`config.mk`:
```
export PLATFORM = sky130hd
export DESIGN_NAME = sacs_host_flat
export DESIGN_NICKNAME = d
export VERILOG_FILES = /design/src/sacs_pkg.sv /design/src/sacs_link.sv /design/src/sacs_host.sv /design/src/flat_wrapper.sv
export SDC_FILE = /design/constraint.sdc
export NUM_CORES = 1
export LEC_CHECK = 0
export BUFFER_PORTS_ARGS = -buffer_cell sky130_fd_sc_hd__buf_4
export CORE_MARGIN = 2
export CORE_UTILIZATION = 30
export DETAILED_ROUTE_END_ITERATION = 12
export SLEW_MARGIN = 20
export SYNTH_ARGS = -nofsm -noshare
export SYNTH_HDL_FRONTEND = slang
export SYNTH_SLANG_ARGS = --single-unit
```
`constraint.sdc`:
```
create_clock -name clock -period 5.64 [get_ports clock]
set_clock_uncertainty 0.2 [all_clocks]
set_input_delay 0.282 -clock clock [delete_from_list [all_inputs] [get_ports clock]]
set_output_delay 0.282 -clock clock [all_outputs]
set_load 0.005 [all_outputs]
```
`src/sacs_pkg.sv`:
```
`default_nettype none
package sacs_pkg;
    // Serial frame shape
    localparam int CTRL_BITS = 8;
    localparam int READ_BITS = 16;
    localparam int CODE_BITS = 12;
    localparam int TRAIL_ZEROS = 3;
    localparam int NUM_CH = 8;
    // Control byte fields
    localparam int CB_START = 7;
    localparam int CB_SEL_LSB = 4;
    localparam int CB_UNI = 3;
    localparam int CB_SGL = 2;
    localparam int CB_PD_LSB = 0;
    // Power bits of the control byte
    typedef enum logic [1:0] {
        PD_DEEP = 2'b00,
        PD_QUICK = 2'b01,
        PD_INTCLK = 2'b10,
        PD_EXTCLK = 2'b11
    } sacs_pd_t;
    // Device power state
    typedef enum logic [1:0] {
        PWR_AWAKE = 2'b00,
        PWR_QUICK = 2'b01,
        PWR_DEEP = 2'b10
    } sacs_power_t;
    // Settling sequence before a scan
    typedef enum logic [1:0] {
        SETTLE_NONE = 2'b00,
        SETTLE_EXT = 2'b01,
        SETTLE_INT = 2'b10
    } sacs_settle_t;
    // Timing
    localparam int CLOCK_NS = 8;
    localparam int CLOCK_KHZ = 125000;
    localparam int SCLK_PERIOD_NS = 64;
    localparam int SCLK_HALF_CYCLES = SCLK_PERIOD_NS / (2 * CLOCK_NS);
    localparam int IDLE_CLOCKS = 75;
    localparam int SETTLE_TIME_MS = 2;
    localparam int SETTLE_CYCLES = SETTLE_TIME_MS * CLOCK_KHZ;
    // Register map of the host controller
    localparam int ADR_BITS = 8;
    localparam logic [7:0] REG_CONTROL = 8'h00;
    localparam logic [7:0] REG_STATUS = 8'h04;
    localparam logic [7:0] REG_RESULT = 8'h20;
    localparam int CTL_GO = 0;
    localparam int CTL_LAST_LSB = 1;
    localparam int CTL_SETTLE_LSB = 4;
    localparam int STS_BUSY = 0;
    localparam int STS_DONE = 1;
    localparam int STS_STROBE_ERR = 2;
    // Reset values
    localparam logic [2:0] LAST_CH_RESET = 3'h7;
    localparam logic STROBE_RESET = 1'b1;
endpackage
`default_nettype wire

```
`src/sacs_link.sv`:
```
`timescale 1ns/1ps
`default_nettype none
interface sacs_link;
    logic sclk;
    logic chipSelectN;
    logic dataToDev;
    logic dataFromDev;
    logic conversionStrobe;
    modport device (
        input sclk,
        input chipSelectN,
        input dataToDev,
        output dataFromDev,
        output conversionStrobe
    );
    modport host (
        output sclk,
        output chipSelectN,
        output dataToDev,
        input dataFromDev,
        input conversionStrobe
    );
endinterface
`default_nettype wire

```
`src/sacs_host.sv`:
```
// Chosen here: register access over Wishbone and the address map.
`timescale 1ns/1ps
`default_nettype none
module sacs_host
#(
    parameter int SCLK_HALF = sacs_pkg::SCLK_HALF_CYCLES,
    parameter int SETTLE_CYCLES = sacs_pkg::SETTLE_CYCLES
)
(
    // Clock, reset, freeze
    input wire logic clock,
    input wire logic rst_n,
    input wire logic ce,
    // Wishbone slave
    input wire logic cyc_i,
    input wire logic stb_i,
    input wire logic we_i,
    input wire logic [sacs_pkg::ADR_BITS-1:0] adr_i,
    input wire logic [3:0] sel_i,
    input wire logic [31:0] dat_i,
    output logic [31:0] dat_o,
    output logic ack_o,
    // Link to converter
    sacs_link.host link
);
    localparam int IDLE_WAIT = sacs_pkg::IDLE_CLOCKS * 2 * SCLK_HALF;

    // Half period must leave room for the two-stage synchroniser
    if (SCLK_HALF < 3 || SCLK_HALF > 255 || SETTLE_CYCLES < 1)
    begin : g_bad_param
        $error("SCLK_HALF or SETTLE_CYCLES out of range");
    end

    typedef enum logic [1:0] {
        H_IDLE = 2'b00,
        H_SHIFT = 2'b01,
        H_WAIT = 2'b10
    } sacs_hstate_t;

    typedef struct packed {
        sacs_hstate_t state;
        logic scan;
        logic ack;
        logic [31:0] rdat;
        logic [2:0] lastCh;
        logic [1:0] settle;
        logic done;
        logic strobeErr;
        logic [7:0][15:0] res;
        logic [7:0] halfCnt;
        logic sclk;
        logic csN;
        logic din;
        logic [7:0] bits;
        logic [15:0] rx;
        logic [31:0] waitCnt;
        logic doutMeta;
        logic doutSync;
        logic strMeta;
        logic strSync;
    } sacs_host_t;

    sacs_host_t s_r;
    sacs_host_t s_nxt;
    logic tick;
    logic rise;
    logic fall;
    logic [7:0] total;
    logic [4:0] byteIdx;
    logic isCtrl;
    logic [1:0] pdBits;
    logic [7:0] ctrlByte;
    logic txBit;
    logic [7:0] bitsInc;
    logic [15:0] rxInc;
    logic [7:0] wordNum;
    logic wbReq;
    logic [31:0] readMux;

    // Clock divider events
    assign tick = (s_r.halfCnt == 8'(SCLK_HALF - 1));
    assign rise = tick & !s_r.sclk;
    assign fall = tick & s_r.sclk;

    // Frame length: dummy is one byte plus one readout
    assign total = s_r.scan
        ? 8'(sacs_pkg::CTRL_BITS + sacs_pkg::READ_BITS
            * (int'(s_r.lastCh) + 1))
        : 8'(sacs_pkg::CTRL_BITS + sacs_pkg::READ_BITS);

    // Even bytes up to channel lastCh carry control for channel byteIdx/2 (byte 0 only in the dummy), rest are zero
    assign byteIdx = s_r.bits[7:3];
    assign isCtrl = !byteIdx[0] && (s_r.scan
        ? ({1'b0, byteIdx[4:1]} <= {2'b00, s_r.lastCh})
        : (byteIdx == 5'h00));
    assign pdBits = (!s_r.scan && s_r.settle == sacs_pkg::SETTLE_INT)
        ? sacs_pkg::PD_QUICK : sacs_pkg::PD_EXTCLK;
    assign ctrlByte = {1'b1, byteIdx[3:1], 1'b1, 1'b1, pdBits};
    assign txBit = isCtrl & ctrlByte[3'h7 - s_r.bits[2:0]];

    // Next bit count and receive word on a rising edge
    assign bitsInc = s_r.bits + 8'h01;
    assign rxInc = {s_r.rx[14:0], s_r.doutSync};
    assign wordNum = (bitsInc - 8'(sacs_pkg::CTRL_BITS)) >> 4;

    // Register read mux
    assign wbReq = cyc_i & stb_i;
    always_comb
    begin
        readMux = 32'h0000_0000;
        if (adr_i == sacs_pkg::REG_CONTROL)
        begin
            readMux[sacs_pkg::CTL_LAST_LSB +: 3] = s_r.lastCh;
            readMux[sacs_pkg::CTL_SETTLE_LSB +: 2] = s_r.settle;
        end
        else if (adr_i == sacs_pkg::REG_STATUS)
        begin
            readMux[sacs_pkg::STS_BUSY] = (s_r.state != H_IDLE);
            readMux[sacs_pkg::STS_DONE] = s_r.done;
            readMux[sacs_pkg::STS_STROBE_ERR] = s_r.strobeErr;
        end
        else if (adr_i[7:5] == sacs_pkg::REG_RESULT[7:5] && adr_i[1:0] == 2'b00)
        begin
            readMux[15:0] = s_r.res[adr_i[4:2]];
        end
    end

    // Next state
    always_comb
    begin
        s_nxt = s_r;
        s_nxt.doutMeta = link.dataFromDev;
        s_nxt.doutSync = s_r.doutMeta;
        s_nxt.strMeta = link.conversionStrobe;
        s_nxt.strSync = s_r.strMeta;
        s_nxt.halfCnt = tick ? 8'h00 : s_r.halfCnt + 8'h01;
        if (tick)
        begin
            s_nxt.sclk = !s_r.sclk;
        end
        // Bus: ack one cycle after request, write on the acked edge
        s_nxt.ack = wbReq & !s_r.ack;
        if (wbReq & !s_r.ack)
        begin
            s_nxt.rdat = readMux;
        end
        if (wbReq && s_r.ack && we_i && sel_i[0])
        begin
            if (adr_i == sacs_pkg::REG_STATUS && dat_i[sacs_pkg::STS_DONE])
            begin
                s_nxt.done = 1'b0;
            end
            else if (adr_i == sacs_pkg::REG_CONTROL && s_r.state == H_IDLE)
            begin
                s_nxt.lastCh = dat_i[sacs_pkg::CTL_LAST_LSB +: 3];
                s_nxt.settle = dat_i[sacs_pkg::CTL_SETTLE_LSB +: 2];
                if (dat_i[sacs_pkg::CTL_GO])
                begin
                    s_nxt.state = H_SHIFT;
                    s_nxt.bits = 8'h00;
                    s_nxt.done = 1'b0;
                    s_nxt.strobeErr = 1'b0;
                    s_nxt.scan = (dat_i[sacs_pkg::CTL_SETTLE_LSB +: 2]
                        == sacs_pkg::SETTLE_NONE);
                end
            end
        end
        case (s_r.state)
            H_SHIFT:
            begin
                if (fall && s_r.csN)
                begin
                    s_nxt.csN = 1'b0;
                    s_nxt.din = txBit;
                end
                else if (fall && s_r.bits == total)
                begin
                    s_nxt.csN = 1'b1;
                    s_nxt.din = 1'b0;
                    if (s_r.scan)
                    begin
                        s_nxt.state = H_IDLE;
                        s_nxt.done = 1'b1;
                    end
                    else
                    begin
                        s_nxt.state = H_WAIT;
                        s_nxt.waitCnt = (s_r.settle == sacs_pkg::SETTLE_INT)
                            ? 32'(SETTLE_CYCLES)
                            : 32'(IDLE_WAIT);
                    end
                end
                else if (fall)
                begin
                    s_nxt.din = txBit;
                end
                else if (rise && !s_r.csN)
                begin
                    s_nxt.bits = bitsInc;
                    s_nxt.rx = rxInc;
                    if (bitsInc[3:0] == 4'h9 && s_r.strSync)
                    begin
                        s_nxt.strobeErr = 1'b1;
                    end
                    if (s_r.scan && bitsInc > 8'(sacs_pkg::CTRL_BITS)
                        && bitsInc[3:0] == 4'h8)
                    begin
                        // Keep lead zero and code, drop the tail
                        s_nxt.res[3'(wordNum - 8'h01)] = {1'b0, rxInc[14:3],
                            {sacs_pkg::TRAIL_ZEROS{1'b0}}};
                    end
                end
            end
            H_WAIT:
            begin
                s_nxt.waitCnt = s_r.waitCnt - 32'h0000_0001;
                if (s_r.waitCnt <= 32'h0000_0001)
                begin
                    s_nxt.state = H_SHIFT;
                    s_nxt.scan = 1'b1;
                    s_nxt.bits = 8'h00;
                end
            end
            default:
            begin
                s_nxt.bits = 8'h00;
            end
        endcase
    end

    // State register
    always_ff @(posedge clock)
    begin
        if (!rst_n)
        begin
            s_r <= '0;
            s_r.lastCh <= sacs_pkg::LAST_CH_RESET;
            s_r.csN <= 1'b1;
            s_r.strMeta <= 1'b1;
            s_r.strSync <= 1'b1;
        end
        else if (ce)
        begin
            s_r <= s_nxt;
        end
    end

    // Outputs straight from the state register
    assign dat_o = s_r.rdat;
    assign ack_o = s_r.ack;
    assign link.sclk = s_r.sclk;
    assign link.chipSelectN = s_r.csN;
    assign link.dataToDev = s_r.din;
endmodule // sacs_host
`default_nettype wire

```
`src/flat_wrapper.sv`:
```
// flat-port wrapper written by rule: the top's interface ports become plain ports
module sacs_host_flat 
#(
    parameter int SCLK_HALF = sacs_pkg::SCLK_HALF_CYCLES,
    parameter int SETTLE_CYCLES = sacs_pkg::SETTLE_CYCLES
)
  (clock, rst_n, ce, cyc_i, stb_i, we_i, adr_i, sel_i, dat_i, dat_o, ack_o, link_sclk, link_chipSelectN, link_dataToDev, link_dataFromDev, link_conversionStrobe);
  sacs_link link_i ();
  input wire logic clock;
  input wire logic rst_n;
  input wire logic ce;
  input wire logic cyc_i;
  input wire logic stb_i;
  input wire logic we_i;
  input wire logic [sacs_pkg::ADR_BITS-1:0] adr_i;
  input wire logic [3:0] sel_i;
  input wire logic [31:0] dat_i;
  output logic [31:0] dat_o;
  output logic ack_o;
  output wire logic [$bits(link_i.sclk)-1:0] link_sclk;
  output wire logic [$bits(link_i.chipSelectN)-1:0] link_chipSelectN;
  output wire logic [$bits(link_i.dataToDev)-1:0] link_dataToDev;
  input wire logic [$bits(link_i.dataFromDev)-1:0] link_dataFromDev;
  input wire logic [$bits(link_i.conversionStrobe)-1:0] link_conversionStrobe;
  assign link_sclk = link_i.sclk;
  assign link_chipSelectN = link_i.chipSelectN;
  assign link_dataToDev = link_i.dataToDev;
  assign link_i.dataFromDev = link_dataFromDev;
  assign link_i.conversionStrobe = link_conversionStrobe;
  sacs_host #(.SCLK_HALF(SCLK_HALF), .SETTLE_CYCLES(SETTLE_CYCLES)) u_core (.clock(clock), .rst_n(rst_n), .ce(ce), .cyc_i(cyc_i), .stb_i(stb_i), .we_i(we_i), .adr_i(adr_i), .sel_i(sel_i), .dat_i(dat_i), .dat_o(dat_o), .ack_o(ack_o), .link(link_i));
endmodule
```
# Word-level counts from Yosys, hierarchy flattened
# Cells that the tools add are included.
dict set report classes {
  div_mod_pow 0
  bitwise 9
  mul 0
  addsub 8
  magnitude_cmp 7
  n_mux 59
  eq_ne 12
  n_shift 0
  n_reduce_logical 37
}
# cell count
set op_table {}
lappend op_table {{$mux W129} 3}
lappend op_table {{$mux W130} 2}
lappend op_table {{$bwmux W128} 1}
lappend op_table {{$mux W128} 1}
lappend op_table {{$mux W24} 3}
lappend op_table {{$mux W32} 2}
lappend op_table {{$pmux W32 S2} 1}
lappend op_table {{$mux W56} 1}
lappend op_table {{$mux W8} 7}
lappend op_table {{$bmux W16 S3} 1}
lappend op_table {{$demux W16 S3} 1}
lappend op_table {{$mux W16} 3}
lappend op_table {{$le A32 B1 Y1 const B} 1}
lappend op_table {{$sub A32 B1 Y32 const B} 1}
lappend op_table {{$mux W18} 1}
lappend op_table {{$mux W3} 6}
lappend op_table {{$add A8 B1 Y8 const B} 2}
lappend op_table {{$mux W2} 8}
lappend op_table {{$pmux W8 S2} 1}
lappend op_table {{$logic_and A1 B1 Y1} 15}
lappend op_table {{$mux W13} 1}
lappend op_table {{$lt A3 B4 Y1 const B} 3}
lappend op_table {{$mux W1} 12}
lappend op_table {{$mux W10} 1}
lappend op_table {{other kinds (34)} 54}
dict set report totals {
  memories 0
  regBits 226
  mem_bits_rw 0
  rom_bits 0
  latchBits 0
  out_inout_bits 36
}

# Depth between registers and ports, before layout
# Gate-level depths: netlist of the first run.
dict set report logic_depth {
  ltp_word 14
  depth_mapped 15
  mapped_depth_nobuf 12
}

# Least setup slack after synthesis of the first run
# Ideal clock, no wire load.
dict set report synth_timing {
  path_type {flip-flop to flip-flop}
  from {register u_core.s_r[53] in the netlist's numbering}
  to {register with a tool-made name}
  path_slack_ps 2047
  required_time_ps 5314
  path_buffers 3
  path_stages_with_launch 16
  arrival_time_ps 3267
  path_cell_list {dfxtp_1 > ha_1 > clkbuf_1 > nand3_1 > xnor2_1 > ha_1 > xor2_1 > xnor2_1 > ha_1 > xnor2_1 > xnor2_1 > xnor2_2 > or4b_1 > buf_2 > buf_6 > mux2i_1}
}
# element line
set synth_rtl {}
lappend synth_rtl {{start: declaration} sacs_host.sv:63} ;# sacs_host_t s_r;
lappend synth_rtl {{start signal: assignment} sacs_host.sv:244} ;# s_r <= s_nxt;

# Final worst setup path of the first run
dict set report layout_timing {
  from {register u_core.s_r[53] in the netlist's numbering}
  to {register u_core.s_r[135] in the netlist's numbering}
}
dict set report layout_via {
  elab_chain_cells 8
}
# element line
set layout_lines {}
lappend layout_lines {{$add A8 B1 Y8} sacs_host.sv:102} ;# assign bitsInc = s_r.bits + 8'h01;
lappend layout_lines {{$sub A7 B4 Y7} sacs_host.sv:104} ;# assign wordNum = (bitsInc - 8'(sacs_pkg::CTRL_BITS)) >> 4;
lappend layout_lines {{$sub A3 B1 Y3} sacs_host.sv:209} ;# s_nxt.res[3'(wordNum - 8'h01)] = {1'b0, rxInc[14:3],
lappend layout_lines {{$lt A3 B4 Y1 (implied by the code) or $ge A3 B1 Y1 (tied branches)} sacs_host.sv:209}
lappend layout_lines {{$logic_and A1 B1 Y1 (implied by the code)} sacs_host.sv:209}
lappend layout_lines {{$mux W16 (implied by the code)} sacs_host.sv:209}
lappend layout_lines {{$demux W16 S3} --}
lappend layout_lines {{$bwmux W128} sacs_host.sv:209}
# Several ways; a longest one is shown, not always the timed one.
# A chain may end at the register's enable or synchronous reset.

==> summary by stage, run 1 <==
Synth
The dominant register cell in the synthesized netlist is dfxtp_1. The synthesized flop and latch total is 224. In this run, distinct cell masters in the synthesized netlist total 76. The total standard cell area after synthesis is 10,700 um2. Counting flops with a built-in enable in the synthesized netlist gives 0. The count of synthesis-stage warnings from yosys is 0.

The per-instance average area after synthesis is 9.66 um2. Synthesis handed over a netlist of 1,104 instances. The sequential area share after synthesis is 42.0%.

Counting flops with an async set or reset pin after synthesis yields a share of 0%.

GRT
The pin count of the biggest net entering global routing is 83. In the global route stage, overall resource usage came out at 13.9%. The initial antenna violation count came to 0.

The total global routing overflow is 0. The via count of the first global-routing pass came to roughly 7.7k. The first global-routing pass estimated roughly 41,000 um of wire.

Pwr
The leakage power summed over all cells is 4.82 nW. The power per cell area is 280 nW/um2. IR analysis of the VDD net gives a maximum drop of 0.208 mV. The overall power after layout is 0.00338 W.

Placed design
The congestion estimate from routability-driven global placement came to 0.794. Once detailed placement completed, the half-perimeter wirelength came to 16,300 um. The number of I/O port buffers is 42. In this run, placement finished with an instance count of about 1.5k.

Clock tree
The clock drives about 220 sinks. The number of buffers inserted during clock tree synthesis is 26. After clock tree synthesis, the repair step resized 0 gates. The number of H-tree levels is 1. Clock-pin slew was measured on the worst setup and hold paths at ~0.060 ns. Clock latency on the worst-skew pair, taken at its later pin, is 0.54 ns. The buffer levels on the longest clock path is 3. The root buffer cell is clkbuf_16. TritonCTS built the clock tree.

Finish
The number of antenna diodes in the final layout is 0. For this run, the post-layout net count is between 1k and 1.5k. The fraction of layout instances using a drive strength above 1 is 14.1%. The number of standard cells in the layout, taps in and fillers out is 1,577.

The layout filler cell count is 3,553. The layout overhead on the synthesized area is 13.2%.

Critical path
Measured in cells, the most critical reg-to-reg path has a length of 12. Along the worst path, the maximum fanout reaches 16. Among the stages of the critical path, the cell type that occurs most often is xnor2_1.

For this design, the slowest cell found on the critical path is or4b_1. The startpoint of the most critical register-to-register path is u_core.s_r[53]$_SDFFE_PN0P_. The kind of critical path is flop to flop. In this design, the stage delay of the slowest critical-path cell is 0.96 ns. The nature of the critical path startpoint is a flop.

The arrival time of the worst setup path is 4.62 ns. The register-to-register path setup slack is ~1.2 ns. The data required time at the worst endpoint is about 5.9 ns. The endpoint identified for the worst register-to-register timing path is u_core.s_r[135]$_SDFFE_PN0P_. The worst setup path is captured at a flop. The critical path goes through ha_1 > nand3_1 > xnor2_1 > ha_1 > xor2_1 > xnor2_1 > ha_1 > xnor2_1 > xnor2_1 > xnor2_2 > or4b_1 > and3_1.

Detailed routing
The remaining design rule violation count is 0. The total wire length after detailed routing is about 26,000 um. The number of nets with antenna violations after routing is 0.

The average vias per placed instance is 4.99. In the final routed layout, each cell accounts on average for 16.2 um. In this run, the number of DRC markers left after iteration 0 of detailed routing was 504.

The first detailed-routing pass ran for 5 iterations. The via total after detailed routing is between 7k and 8k.

Timing
The max-slew violation total from the final report was 0. Setup repair after global routing left no endpoint under its margin. For this run, the top clock speed supported by timing is 227 MHz. The final critical-path share of the clock period is 78.0%. The setup total negative slack is 0 ns. The max-slew headroom at the worst pin is between 30% and 40%.

Setup violations remaining at the end of the flow were counted as 0. The actual transition at the worst max-transition pin is 1.02 ns. The final critical path time including I/O delays and setup is 4.40 ns. The number of hold violations in the final report is 0.

Floorplanning
From bottom edge to top edge, the die measures 193 um. The top-level port count is 88. After floorplanning, the core was divided into 69 placement rows.

The total die area is 37,100 um2. For this configuration, the core starts out at a cell density of 30.2%. Measured along the x axis, the die boundary spans 193 um. The area of the core is 35,300 um2.

Hold path
The type of the tightest min-delay check is input pin to flop. The end point of the worst hold path is u_core.s_nxt[0]$_SDFFE_PN1P_. The number of cells on the worst hold path is 2. The startpoint identified for the worst hold timing path is rst_n.

Job
The count of maximum capacitance violations is 0.

Outcome
The flow ran to the end, and the final reports show no timing, DRC or antenna violations.
## layout by cell type, fill, tap and decap left out, types with 21 or more instances in the layout
master     instances
o21ai_0           29
and3_1            24
nor2_1            77
nand2_1          145
clkbuf_16         26
mux4_2            32
mux2i_1          125
a21oi_1           38
dfxtp_1          224
nor2b_1           21
buf_4             53
## worst max-delay path: cells and delay by family, from the launching register on
family,cells,cell delay (ns)
AND/OR/NAND/NOR,3,1.49
XOR/XNOR,6,1.36
adder cells (fa/ha/maj),3,0.82
flip-flops,1,0.44
## how the worst max path moves through the flow
stage	from	endpoint	slack, ns
floorplan	u_core.s_r[53]$_SDFFE_PN0P_	flop	2.05
global placement	u_core.s_r[53]$_SDFFE_PN0P_	u_core.s_r[150]$_SDFFE_PN0P_	1.26
detailed placement	u_core.s_r[53]$_SDFFE_PN0P_	u_core.s_r[137]$_SDFFE_PN0P_	1.24
CTS	u_core.s_r[53]$_SDFFE_PN0P_	u_core.s_r[135]$_SDFFE_PN0P_	1.23
global route	u_core.s_r[53]$_SDFFE_PN0P_	u_core.s_r[136]$_SDFFE_PN0P_	0.94
finish	u_core.s_r[53]$_SDFFE_PN0P_	u_core.s_r[135]$_SDFFE_PN0P_	1.24
## routing by layer
| metal | GRT usage (%) | vias up | wire, um | part of all wire [%] |
|---|---|---|---|---|
| li1 | - | 3875 | - | - |
| met1 | 18.4 | 3840 | 12000 | 47 |
| met2 | 23.3 | 121 | 12000 | 47 |
| met3 | 2.42 | 39 | 969 | 3.8 |
| met4 | 3.88 | 0 | 563 | 2.2 |
| met5 | 0 | - | 0 | 0 |
## synthesized netlist by cell type (all sizes together) (8+ instances only)
| cell | count | share of area, % |
|---|---|---|
| a22oi | 10 | 0.70 |
| dfxtp | 224 | 42 |
| or2 | 12 | 0.70 |
| clkbuf | 51 | 1.8 |
| nor2b | 21 | 1.2 |
| buf | 57 | 3.7 |
| nor3 | 19 | 1.0 |
| xnor2 | 15 | 1.3 |
| mux4 | 32 | 6.8 |
| mux2i | 125 | 12 |
| or4 | 11 | 0.84 |
| nand3 | 17 | 0.84 |
| o21ai | 30 | 1.4 |
| a21oi | 38 | 1.8 |
| or3 | 13 | 0.76 |
| o2111ai | 8 | 0.66 |
| inv | 18 | 0.63 |
| nor4 | 17 | 1.4 |
| nand2 | 145 | 5.1 |
| nor3b | 15 | 1.1 |
| xor2 | 17 | 1.4 |
| nor2 | 79 | 2.9 |
| and3 | 24 | 1.4 |
| a31oi | 8 | 0.47 |
| o211ai | 8 | 0.61 |
| ha | 14 | 1.6 |
| mux2 | 10 | 1.1 |
| nand4 | 9 | 0.53 |
## where the power goes
part	leakage (nW)	internal [W]	switching (W)
Sequential	1.80	0.00159	0.00000423
Combinational	2.60	0.0000373	0.0000693
Clock	0.418	0.00103	0.000653
Total	4.82	0.00265	0.000726
## stage by stage
step                hold WS (ns)  setup WS, ns  util [%]  area (um2)
floorplan                  0.210          2.05         -       10700
global placement           0.239          1.26      31.5       11100
detailed placement         0.247          1.24      31.5       11100
CTS                       0.0531          1.23      34.2       12100
global route              0.0943         0.941      34.2       12100
finish                    0.0597          1.24      34.2       12100
## cell families after synthesis
family / Yosys count / synth area share (%)
AND/OR/NAND/NOR: 398 / 19.2
adder cells (fa/ha/maj): 14 / 1.64
AO/OA/AOI/OAI: 142 / 8.70
buffers and inverters: 126 / 6.12
other: 1 / 0.0352
XOR/XNOR: 32 / 2.70
multiplexers: 167 / 19.5
flip-flops: 224 / 42.0
## repair_timing
action	4_1_cts	5_1_grt
buffers inserted	0	0
endpoints found under the hold margin	9	0
hold buffers	8	0
## cell type report
class	instances	area [um2]	area share, %
Timing Repair Buffer	61	478	3.96
Multi-Input combinational cell	769	5610	46.5
Tap cell	461	577	4.78
Inverter	18	67.6	0.560
Clock inverter	4	81.3	0.674
Clock buffer	40	773	6.41
Sequential cell	224	4480	37.2
Power figures use the tool's default switching activity.
==> run 2: changes to the inputs <==
==> constraint.sdc (replaced) <==
create_clock -name clock -period 4.12 [get_ports clock]
set_clock_uncertainty 0.2 [all_clocks]
set_input_delay 0.206 -clock clock [delete_from_list [all_inputs] [get_ports clock]]
set_output_delay 0.206 -clock clock [all_outputs]
set_load 0.005 [all_outputs]
==> run 2 against run 1 <==
Final area increased by 0.70%. Sequential share of layout area decreased by 0.26 points. Worst hold slack improved by 0.058 ns. Global-route usage decreased by 0.14 points. Final cell count increased by 0.89%. Maximum frequency increased by 21%. Highest routed layer unchanged.
==> summary by stage, run 2 (same netlist as run 1, synthesis figures left out) <==
Clock tree
The number of H-tree levels is 1. The cell sitting at the root of the clock tree is a clkbuf_16. Counting the buffers created by CTS gives 26.

The CTS tree is yes. The clock latency on the worst-skew pair is around 0.53 ns. Once the clock tree was built, the setup fixing pass inserted 0 buffers. The tree built by TritonCTS fans out to 224 sinks. The buffer levels on the longest clock path is 3. The clock-pin slew on the worst setup and hold paths is about 0.060 ns.

Pwr
Of the total power, the clock network draws 47.3%. Of the total power, registers draw 49.2%. The leakage power summed over all cells is 4.86 nW. The largest vdd supply drop is 0.310 mV. The total net switching power is 0.000974 W. In this run, the combinational gates consume under 10% of the power. The design internal power is 0.00345 W.

The power per cell area is about 360 nW/um2. Of the total power, the share spent switching nets is about 22%.

Finish
The area growth from synthesis to layout is 13.9%. The total inserted antenna cells is 0. The final standard cell area without fillers is 12,200 um2. The fraction of layout instances using a drive strength above 1 is between 10% and 20%.

The final layout contains ~1.2k nets. The most common cell after layout, fill and taps aside is dfxtp_1. In the layout the commonest cells are dfxtp_1, nand2_1, mux2i_1.

Critical path
Of all nets on the critical path, the largest fanout is 16. The largest single stage delay on the critical path is 0.48 ns. The worst setup path is launched from a flop. The endpoint kind of the worst setup timing path is a flop. The cell with the biggest individual delay on the critical path is or4b_1. The worst setup path is of the flop to flop kind. The count of cells along the worst register-to-register path is 13. The arrival time of the worst setup path is 3.84 ns.

At the worst endpoint, the required time is 4.34 ns. The worst register-to-register path begins at u_core.s_r[53]$_SDFFE_PN0P_. Among the stages of the critical path, the cell type that occurs most often is xnor2_1. The signal on the critical path passes through ha_1 > nand3_1 > xnor2_1 > ha_1 > xor2_1 > xnor2_1 > ha_1 > xnor2_1 > xnor2_1 > xnor2_2 > or4b_1 > buf_4 > and3_1. The end of the worst register-to-register path is u_core.s_r[136]$_SDFFE_PN0P_. Setup slack on the worst reg-to-reg path comes out at 0.49 ns.

Hold path
In this run the most critical hold path is launched from sel_i[0]. The tightest min-delay check is of the input pin to flop type. The end point of the worst hold path is u_core.s_r[200]$_SDFFE_PN0P_.

The number of cells on the worst hold path is 6.

Floorplanning
The die span in y is between 150 and 200 um. For this design the top-level I/O count stands at 88. The region available for standard cell placement spans 35,300 um2. The width of the chip is slightly below 200 um. The total die area is 37,100 um2. The starting density of the core is 30.2%. Row generation in the floorplan step produced 69 rows.

Detailed routing
The initial DRC count is about 490. For this run, design rule violations remaining after detail routing come to 0. The via total after detailed routing is 7,963. The routed wirelength normalized by instance count is 16.1 um. The number of nets with antenna violations after routing is 0. Summed over all layers, the routed wires come to 25,600 um. The average vias per placed instance is 5.01.

The number of optimization iterations in the first detailed-route pass is 4.

GRT
The via count of the first global-routing pass is 7,807. The pin count of the biggest net entering global routing is 144. The first-pass GRT wire length is 41,200 um. The initial antenna violation count is 0. The total global routing overflow is 0.

Global routing used between 10% and 20% of the available tracks.

Timing
The max-slew violation total from the final report is 0. The worst pin sits at a relative slew slack of 41.3%. Setup total negative slack on the finished layout was measured at 0 ns. The number of setup violations in the final report is 0. The tightest hold path in the finished design has a slack of 0.118 ns.

The number of hold violations in the final report came to 0. The highest clock frequency the design can meet is 276 MHz. The final critical path time including I/O delays and setup is 3.63 ns.

The actual transition at the worst max-transition pin is 0.878 ns. The final worst-path setup slack is 0.494 ns. Setup repair after global routing left no endpoint under its margin. The final critical-path share of the clock period is 88.0%.

Placed design
The number of I/O port buffers is 42. OpenSTA, run right after detailed placement, puts the worst setup slack at around 0.54 ns. The final RePlAce weighted congestion is between 0.7 and 0.8. Once detailed placement completed, the half-perimeter wirelength came to 16,300 um. The placed instances occupy a cell area of 11,200 um2.

Job
The tool flagged a number of max-cap violations equal to 0.

Outcome
The flow ran to the end, and the final reports show no timing, DRC or antenna violations.
run 2: cell types whose count changed in the layout (fill, tap and decap cells not counted), sizes merged:
| cell | before | now |
|---|---|---|
| buf | 53 | 65 |
| clkbuf | 40 | 32 |
| dlygate4sd3 | 8 | 16 |
| clkinv | 3 | 5 |
| bufinv | 2 | 1 |
| inv | 17 | 18 |
run 2: routing by layer:
layer | share of wire, % | up-vias | global-route usage [%]
met1 | 47 | 3869 | 18.2
met4 | 3.2 | 0 | 4.90
met2 | 46 | 139 | 22.9
met5 | 0 | - | 0
met3 | 3.7 | 41 | 2.04
li1 | - | 3914 | -
run 2: how the worst max path moves through the flow:
stage	from	to	slack, ns
floorplan	u_core.s_r[53]$_SDFFE_PN0P_	flop	0.53
global placement	u_core.s_r[53]$_SDFFE_PN0P_	u_core.s_r[150]$_SDFFE_PN0P_	0.56
detailed placement	u_core.s_r[53]$_SDFFE_PN0P_	u_core.s_r[137]$_SDFFE_PN0P_	0.54
CTS	u_core.s_r[53]$_SDFFE_PN0P_	u_core.s_r[135]$_SDFFE_PN0P_	0.48
global route	u_core.byteIdx[0]$_SDFFE_PN0P_	u_core.s_r[135]$_SDFFE_PN0P_	0.19
finish	u_core.s_r[53]$_SDFFE_PN0P_	u_core.s_r[136]$_SDFFE_PN0P_	0.49
run 2: area by class of cell:
| type | instances | area, um2 |
|---|---|---|
| tap | 461 | 577 |
| inverter | 18 | 67.6 |
| fill | 3518 | 23200 |
| multi-input combinational | 769 | 5610 |
| timing repair buffer | 81 | 661 |
| clock inverter | 6 | 72.6 |
| sequential | 224 | 4480 |
| clock buffer | 32 | 683 |
run 2: timing repair:
item / 4_1_cts / 5_1_grt
gates resized for setup: 0 / 0
hold buffers: 16 / 0
hold endpoints to repair: 17 / 0
run 2: power by group through the flow:
stage / combinational (W) / sequential (W) / clock, W
after global routing: 0.000167 / 0.00218 / 0.00224
after global placement: 0.000142 / 0.00223 / 0
after floorplan: 0.000104 / 0.00222 / 0
after CTS: 0.000154 / 0.00218 / 0.00215
final: 0.000153 / 0.00218 / 0.00210
after detailed placement: 0.000143 / 0.00223 / 0
run 2: worst max-delay path: cells and delay by family (launching register included):
family / cells / cell delay (ns)
DFF: 1 / 0.44
buffers and inverters: 1 / 0.25
adders and majority gates: 3 / 0.60
xor gates and xnor gates: 6 / 1.20
and+or+nand+nor: 3 / 0.79
run 2: stage by stage:
step	total power, W	cells	utilization (%)
after floorplan	0.00233	1119	-
after global placement	0.00237	1537	31.8
after detailed placement	0.00237	1537	31.8
after CTS	0.00448	1591	34.4
after global routing	0.00458	1591	34.4
final	0.00443	1591	34.4
